<file path="src/hdl/igp_pkg.sv">
// Purpose: shared constants and carriers for the inverter gate protection
// Assumes: 125 MHz system clock
// Notes: one entry per phase, index 0..2 = u, v, w
package igp_pkg;

	// ----------------------------------------
	// timing
	// ----------------------------------------
	localparam int CLK_MHZ = 125;
	// fault pulse of at least 50 us
	localparam int FAULT_PULSE_US = 50;
	localparam int FAULT_PULSE_CYC = FAULT_PULSE_US * CLK_MHZ;
	localparam int MIN_PULSE_NS = 2000;
	localparam int CLK_NS = 8;
	localparam int MIN_PULSE_CYC = (MIN_PULSE_NS + CLK_NS - 1) / CLK_NS;
	localparam int FCNT_W = 20;
	localparam logic [2:0] GATES_OFF = 3'h0;

	// ----------------------------------------
	// carriers
	// ----------------------------------------
	typedef struct packed {
		logic [2:0] high_side_cmd;
		logic [2:0] low_side_cmd;
	} igp_cmd_t;

	typedef struct packed {
		logic [2:0] high_gate;
		logic [2:0] low_gate;
	} igp_gate_t;

	typedef enum logic [1:0] {
		IGP_RUN = 2'b00,
		IGP_FAULT = 2'b01
	} igp_state_t;

endpackage

</file>
<file path="src/hdl/igp_protect.sv">
// Purpose: gate enable gating with undervoltage and short-circuit protection
// Assumes: all inputs synchronous to sys_clk; detectors are levels
// Notes: fault_out_n is open drain, oe low means pin pulled low
module igp_protect #(
	parameter int FAULT_CYC = igp_pkg::FAULT_PULSE_CYC
) (
	input wire logic sys_clk,
	input wire logic rst_b,
	input wire igp_pkg::igp_cmd_t cmd,
	input wire logic low_supply_uv_detect,
	input wire logic [2:0] high_bias_uv_detect,
	input wire logic short_circuit_trigger,
	output igp_pkg::igp_gate_t gate,
	output logic fault_out_n_o,
	output logic fault_out_n_oe
);

	// ----------------------------------------
	// edge detection and arming
	// ----------------------------------------
	logic [2:0] hi_prev;
	logic [2:0] lo_prev;
	logic [2:0] hi_arm;
	logic [2:0] lo_arm;
	logic [2:0] hi_rise;
	logic [2:0] lo_rise;
	logic [2:0] hi_block;
	logic lo_block;
	igp_pkg::igp_state_t state;
	logic [igp_pkg::FCNT_W-1:0] fcnt;
	logic fault_start;

	// commands are active high, a rise requests conduction
	// no pulse filter: short pulses pass unfiltered, honouring them is optional
	assign hi_rise = cmd.high_side_cmd & ~hi_prev;
	assign lo_rise = cmd.low_side_cmd & ~lo_prev;
	assign hi_block = high_bias_uv_detect;
	// short circuit blocks in the same cycle, before any flop
	assign lo_block = low_supply_uv_detect | short_circuit_trigger
		| (state == igp_pkg::IGP_FAULT);
	assign fault_start = low_supply_uv_detect | short_circuit_trigger;

	always_ff @(posedge sys_clk) begin
		if (!rst_b) begin
			hi_prev <= 3'h7;
			lo_prev <= 3'h7;
		end else begin
			hi_prev <= cmd.high_side_cmd;
			lo_prev <= cmd.low_side_cmd;
		end
	end

	// reset starts with prev high so a held command cannot conduct
	always_ff @(posedge sys_clk) begin
		if (!rst_b) begin
			hi_arm <= igp_pkg::GATES_OFF;
			lo_arm <= igp_pkg::GATES_OFF;
		end else begin
			hi_arm <= (hi_arm | hi_rise) & cmd.high_side_cmd & ~hi_block;
			if (lo_block)
				lo_arm <= igp_pkg::GATES_OFF;
			else
				lo_arm <= (lo_arm | lo_rise) & cmd.low_side_cmd;
		end
	end

	// ----------------------------------------
	// fault pulse
	// ----------------------------------------
	always_ff @(posedge sys_clk) begin
		if (!rst_b) begin
			state <= igp_pkg::IGP_RUN;
			fcnt <= '0;
		end else begin
			unique case (state)
			igp_pkg::IGP_RUN: begin
				if (fault_start) begin
					state <= igp_pkg::IGP_FAULT;
					fcnt <= igp_pkg::FCNT_W'(FAULT_CYC - 1);
				end
			end
			igp_pkg::IGP_FAULT: begin
				// fixed width: retriggers do not stretch the pulse
				if (fcnt == '0)
					state <= igp_pkg::IGP_RUN;
				else
					fcnt <= fcnt - 1'b1;
			end
			default: state <= igp_pkg::IGP_RUN;
			endcase
		end
	end

	// ----------------------------------------
	// outputs
	// ----------------------------------------
	assign gate.high_gate = hi_arm & ~hi_block;
	assign gate.low_gate = lo_arm & {3{~lo_block}};
	assign fault_out_n_o = 1'b0;
	assign fault_out_n_oe = ~(state == igp_pkg::IGP_FAULT);

	// ----------------------------------------
	// checks
	// ----------------------------------------
	a_low_uv_off: assert property (@(posedge sys_clk) disable iff (!rst_b)
		low_supply_uv_detect |-> gate.low_gate == 3'h0)
		else $error("low side on during low supply uv");
	a_short_off: assert property (@(posedge sys_clk) disable iff (!rst_b)
		short_circuit_trigger |-> gate.low_gate == 3'h0)
		else $error("low side on during short circuit");
	a_fault_start: assert property (@(posedge sys_clk) disable iff (!rst_b)
		(state == igp_pkg::IGP_RUN && fault_start) |=> !fault_out_n_oe)
		else $error("fault pulse did not start");
	a_fault_low_off: assert property (@(posedge sys_clk) disable iff (!rst_b)
		!fault_out_n_oe |-> gate.low_gate == 3'h0)
		else $error("low side on during fault pulse");
	a_high_uv_off: assert property (@(posedge sys_clk) disable iff (!rst_b)
		high_bias_uv_detect[0] |-> !gate.high_gate[0])
		else $error("high switch on during bias uv");
	a_high_no_fault: assert property (@(posedge sys_clk) disable iff (!rst_b)
		(state == igp_pkg::IGP_RUN && !fault_start) |=> fault_out_n_oe)
		else $error("fault asserted without cause");
	a_low_rearm: assert property (@(posedge sys_clk) disable iff (!rst_b)
		(!lo_arm[0] && !lo_rise[0]) |=> !lo_arm[0])
		else $error("low side rearmed without edge");
	a_low_rearm1: assert property (@(posedge sys_clk) disable iff (!rst_b)
		(!lo_arm[1] && !lo_rise[1]) |=> !lo_arm[1])
		else $error("low side rearmed without edge");
	a_low_rearm2: assert property (@(posedge sys_clk) disable iff (!rst_b)
		(!lo_arm[2] && !lo_rise[2]) |=> !lo_arm[2])
		else $error("low side rearmed without edge");

	// high side: bias recovery alone must never turn a switch back on
	a_high_rearm0: assert property (@(posedge sys_clk) disable iff (!rst_b)
		(!hi_arm[0] && !hi_rise[0]) |=> !hi_arm[0])
		else $error("high side rearmed without edge");
	a_high_rearm1: assert property (@(posedge sys_clk) disable iff (!rst_b)
		(!hi_arm[1] && !hi_rise[1]) |=> !hi_arm[1])
		else $error("high side rearmed without edge");
	a_high_rearm2: assert property (@(posedge sys_clk) disable iff (!rst_b)
		(!hi_arm[2] && !hi_rise[2]) |=> !hi_arm[2])
		else $error("high side rearmed without edge");
	a_high_uv1: assert property (@(posedge sys_clk) disable iff (!rst_b)
		high_bias_uv_detect[1] |-> !gate.high_gate[1])
		else $error("high switch on during bias uv");
	a_high_uv2: assert property (@(posedge sys_clk) disable iff (!rst_b)
		high_bias_uv_detect[2] |-> !gate.high_gate[2])
		else $error("high switch on during bias uv");
	a_bias_no_fault: assert property (@(posedge sys_clk) disable iff (!rst_b)
		(state == igp_pkg::IGP_RUN && !low_supply_uv_detect
		&& !short_circuit_trigger && |high_bias_uv_detect)
		|=> fault_out_n_oe)
		else $error("fault pulse on high bias uv");

	// a low command must take the gate down at the next edge
	a_low_cmd_off: assert property (@(posedge sys_clk) disable iff (!rst_b)
		cmd.low_side_cmd == 3'h0 |=> gate.low_gate == 3'h0)
		else $error("low gate on with command low");
	a_high_cmd_off: assert property (@(posedge sys_clk) disable iff (!rst_b)
		cmd.high_side_cmd == 3'h0 |=> gate.high_gate == 3'h0)
		else $error("high gate on with command low");
	a_low_arm_edge: assert property (@(posedge sys_clk) disable iff (!rst_b)
		(lo_rise[0] && !lo_block) |=> lo_arm[0])
		else $error("low side ignored rising command");
	a_reset_oe: assert property (@(posedge sys_clk)
		!rst_b |=> fault_out_n_oe)
		else $error("fault pulse during reset");
	a_rearm_edge: assert property (@(posedge sys_clk) disable iff (!rst_b)
		$rose(lo_arm[0]) |-> $past(!cmd.low_side_cmd[0]) ||
		$past(lo_prev[0]) == 1'b0)
		else $error("low side armed without rising edge");
	a_reset_off: assert property (@(posedge sys_clk)
		!rst_b |=> gate == '0)
		else $error("gates on after reset");
	a_pulse_width: assert property (@(posedge sys_clk) disable iff (!rst_b)
		$fell(fault_out_n_oe) |-> !fault_out_n_oe [*8])
		else $error("fault pulse too short");

	// ----------------------------------------
	// pulse width monitor
	// ----------------------------------------
	// a repetition of thousands of cycles would not unroll, so the low
	// cycles of the enable are counted and the total checked at its end
	logic [igp_pkg::FCNT_W-1:0] low_run;

	always_ff @(posedge sys_clk) begin
		if (!rst_b)
			low_run <= '0;
		else if (!fault_out_n_oe)
			low_run <= low_run + 1'b1;
		else
			low_run <= '0;
	end

	a_pulse_full: assert property (@(posedge sys_clk) disable iff (!rst_b)
		$rose(fault_out_n_oe) |-> low_run == igp_pkg::FCNT_W'(FAULT_CYC))
		else $error("fault pulse width wrong");
	a_pulse_max: assert property (@(posedge sys_clk) disable iff (!rst_b)
		!fault_out_n_oe |-> low_run < igp_pkg::FCNT_W'(FAULT_CYC))
		else $error("fault pulse stretched");

endmodule

</file>
<file path="config.mk">
export PLATFORM = sky130hd
export DESIGN_NAME = igp_protect
export DESIGN_NICKNAME = d
export VERILOG_FILES = /design/src/hdl/igp_pkg.sv /design/src/hdl/igp_protect.sv
export SDC_FILE = /design/constraint.sdc
export NUM_CORES = 1
export LEC_CHECK = 0
export BUFFER_PORTS_ARGS = -buffer_cell sky130_fd_sc_hd__buf_2
export CELL_PAD_IN_SITES_DETAIL_PLACEMENT = 0
export CELL_PAD_IN_SITES_GLOBAL_PLACEMENT = 2
export CORE_ASPECT_RATIO = 0.5
export CORE_MARGIN = 2
export CORE_UTILIZATION = 34
export DETAILED_ROUTE_END_ITERATION = 7
export GPL_ROUTABILITY_DRIVEN = 0
export PLACE_DENSITY_LB_ADDON = 0.3
export SKIP_CTS_REPAIR_TIMING = 1
export SLEW_MARGIN = 20
export SYNTH_ARGS = -nofsm -noshare
export SYNTH_HDL_FRONTEND = slang
export SYNTH_SLANG_ARGS = --single-unit
</file>
<file path="constraint.sdc">
create_clock -name sys_clk -period 2.36 [get_ports sys_clk]
set_input_delay 0.236 -clock sys_clk [delete_from_list [all_inputs] [get_ports sys_clk]]
set_output_delay 0.236 -clock sys_clk [all_outputs]
set_load 0.05 [all_outputs]
</file>
==> summary.txt <==
Job
  • Max cap viols: 0

Routing
  • ANT nets after route: 0
  • DR vias/cell: 5.19
  • Per-cell routed wire length: 13.5 um
  • Routed WL: 3670 um
  • Vias: 1407
  • DRC viols: 0
  • Initial DRC Count: 73
  • First-pass iteration count of the detailed router: 5

STA
  • Relative max-transition margin: 0.559
  • Layout Skew: 1.96 ps
  • Final setup TNS: 0 ps
  • Slew Viols, Final: 0
  • Fin crit share: 0.955
  • Final setup viols: 0
  • RSZ-0062 raised after global routing: false
  • Final hold violation count: 0
  • Post-layout min period: 2250 ps
  • Max frequency: 444 MHz
  • Slew @ Worst Pin: roughly 660 ps

Pwr
  • Psw: 404 uW
  • Power per Cell Area: 720 mW/mm^2
  • Internal Pwr Total: 960 uW
  • Sw frac: 0.296
  • Max VDD drop: around 220 uV
  • Leakage: between 0.7 and 0.8 nW
  • Gate power share: 0.229
  • Sequential share of power: 0.454
  • Clk pwr share: 0.317

Synthesis
  • Mapped Area: between 0.0015 and 0.002 mm^2
  • Seq/Total Area, Yosys: 0.421
  • Synthesized Nets: 196
  • Synth Warn #: 0
  • Synthesized instance count: 181
  • Syn Area/Cell: 8.66 um^2
  • Synth Register Bits: 33
  • Post-synth cell types: between 40 and 50

Critical path
  • Crit path kind: flop to flop
  • CP Data Arrival Time: 2430 ps
  • Setup crit end kind: flop
  • CP Max Fanout: 9
  • Flop2flop setup slack: 110 ps
  • CP startpoint kind: flop
  • Req. time, crit path: 2530 ps

Die
  • Initial core utilization: 0.354
  • Die Wd: 100 um
  • Die area: 0.00520 mm^2
  • I/O pin total: 21
  • Core Box Area: 0.00442 mm^2
  • Die height: 52.0 um
  • Num rows: 17

Final layout
  • Diode count: 0
  • Layout Nets: between 200 and 250
  • Final Util: 0.428
  • Fill cells: 468
  • Layout cells sized above 1: 0.234
  • Most common cell after layout, fill and taps aside: dfxtp_1
  • Most frequent cells in the layout: dfxtp_1, buf_2, buf_4, nor2_1, a21oi_1
  • Area delta synth->final: 20.9%

Placement
  • Port buffer count: 19
  • Post-DP HPWL: 2660 um

Global routing
  • GRT Total Usage: 0.155
  • Vias in the first global route: 1240
  • Total gr overflow: 0
  • First-pass GRT wire length: 6020 um
  • Initial antenna violation count: 0
  • Pin count of the biggest net entering global routing: 17

Clock network
  • # H-tree levels: 2
  • Clock tree buffer depth: 2
  • Worst skew pair latency: 280 ps
  • Total clock buffers created by CTS: 5
  • Worst-path clk slew: 70 ps
  • CTS Sinks: 33
  • CTS root buf: clkbuf_8
  • CTS tree: yes

Worst hold path
  • Hold crit path type: input port to flop

Status
  • Outcome: complete, no violations
power by group through the flow:
stage	logic (mW)	clock network, mW	registers (mW)
after floorplan	0.210	0	0.632
after global placement	0.307	0	0.631
after detailed placement	0.311	0	0.631
after CTS	0.313	0.446	0.619
after global routing	0.349	0.476	0.624
final	0.313	0.433	0.619
area by class of cell:
type	instances	area, um^2	share of cell area
multi-input cells	132	836	0.441
repair buffers	35	215	0.114
clock buffers	7	86.3	0.0455
flip-flops and latches	33	661	0.349
well taps	57	71.3	0.0376
inverters	7	26.3	0.0139
synthesized netlist by cell type (all sizes together):
| cell type | count | area [um^2] |
|---|---|---|
| dfxtp | 33 | 661 |
| nor2 | 14 | 52.6 |
| a21oi | 12 | 60.1 |
| o21ai | 12 | 60.1 |
| nand2 | 11 | 41.3 |
| nor3 | 10 | 60.1 |
| or4 | 7 | 60.1 |
| clkbuf | 6 | 23.8 |
| inv | 6 | 22.5 |
| nand2b | 6 | 37.5 |
| nor2b | 6 | 37.5 |
| and2 | 5 | 31.3 |
| nand3 | 5 | 25.0 |
| xor2 | 5 | 43.8 |
| nand4b | 4 | 35.0 |
| o31ai | 4 | 30.0 |
| or3 | 4 | 25.0 |
| a21boi | 3 | 22.5 |
| buf | 3 | 23.8 |
| nand4 | 3 | 18.8 |
| ha | 2 | 25.0 |
| nand3b | 2 | 15.0 |
| o211ai | 2 | 15.0 |
| o221a | 2 | 22.5 |
| o221ai | 2 | 17.5 |
| or2 | 2 | 12.5 |
| or4b | 2 | 20.0 |
| xnor2 | 2 | 17.5 |
| a2bb2oi | 1 | 8.76 |
| clkinv | 1 | 3.75 |
| conb | 1 | 3.75 |
| nor4 | 1 | 6.26 |
| o21ba | 1 | 10.0 |
| o21bai | 1 | 18.8 |
critical path, stage by stage (launching register included):
cell and delay, ps:
dfxtp_1 310, or4_4 560, or4_1 650, o21ba_1 350, o221a_1 280
sequential cells by signal, indices dropped and copies added (netlist names):
name and cells:
fcnt 20, hi_arm 3, hi_prev 3, lo_arm 3, lo_prev 3, state 1
cell families (layout without fill, tap and decap cells):
family          count (synthesis)  count (layout)  share of synthesized area
fa+ha+maj                       2               2                     0.0160
other cells                     1               1                    0.00239
xor+xnor                        7               7                     0.0391
simple gates                   82              82                      0.305
compound gates                 40              40                      0.169
buf+inv                        16              49                     0.0471
flops                          33              33                      0.421
worst paths after layout:
| path | start | to | cells after the start |
|---|---|---|---|
| min reg2reg | hi_arm[1]$_SDFF_PN0_ | hi_arm[1]$_SDFF_PN0_ | 2 |
| min | high_bias_uv_detect[1] | hi_arm[1]$_SDFF_PN0_ | 2 |
| max | fcnt[13]$_SDFFE_PN0P_ | fcnt[3]$_SDFFE_PN0P_ | 4 |
| max reg2reg | fcnt[13]$_SDFFE_PN0P_ | fcnt[3]$_SDFFE_PN0P_ | 4 |
per-stage QoR:
step | hold WS [ps] | instance area (um^2) | worst slack, ps | cells | power [mW]
6_report | 124 | 1900 | 107 | 271 | 1.36
5_1_grt | 114 | 1900 | 0.563 | 271 | 1.45
4_1_cts | 117 | 1890 | 95.2 | 271 | 1.38
3_5_place_dp | 419 | 1810 | 106 | 264 | 0.943
3_3_place_gp | 414 | 1810 | 132 | 264 | 0.938
2_1_floorplan | 313 | 1570 | 186 | 181 | 0.841
metal layers:
layer | global-route usage | part of all wire
met5 | 0 | 0
met4 | 0.0479 | 0.017
met3 | 0.0444 | 0.065
met2 | 0.232 | 0.41
met1 | 0.216 | 0.51
Note: power is estimated with default switching activity, not from simulation.
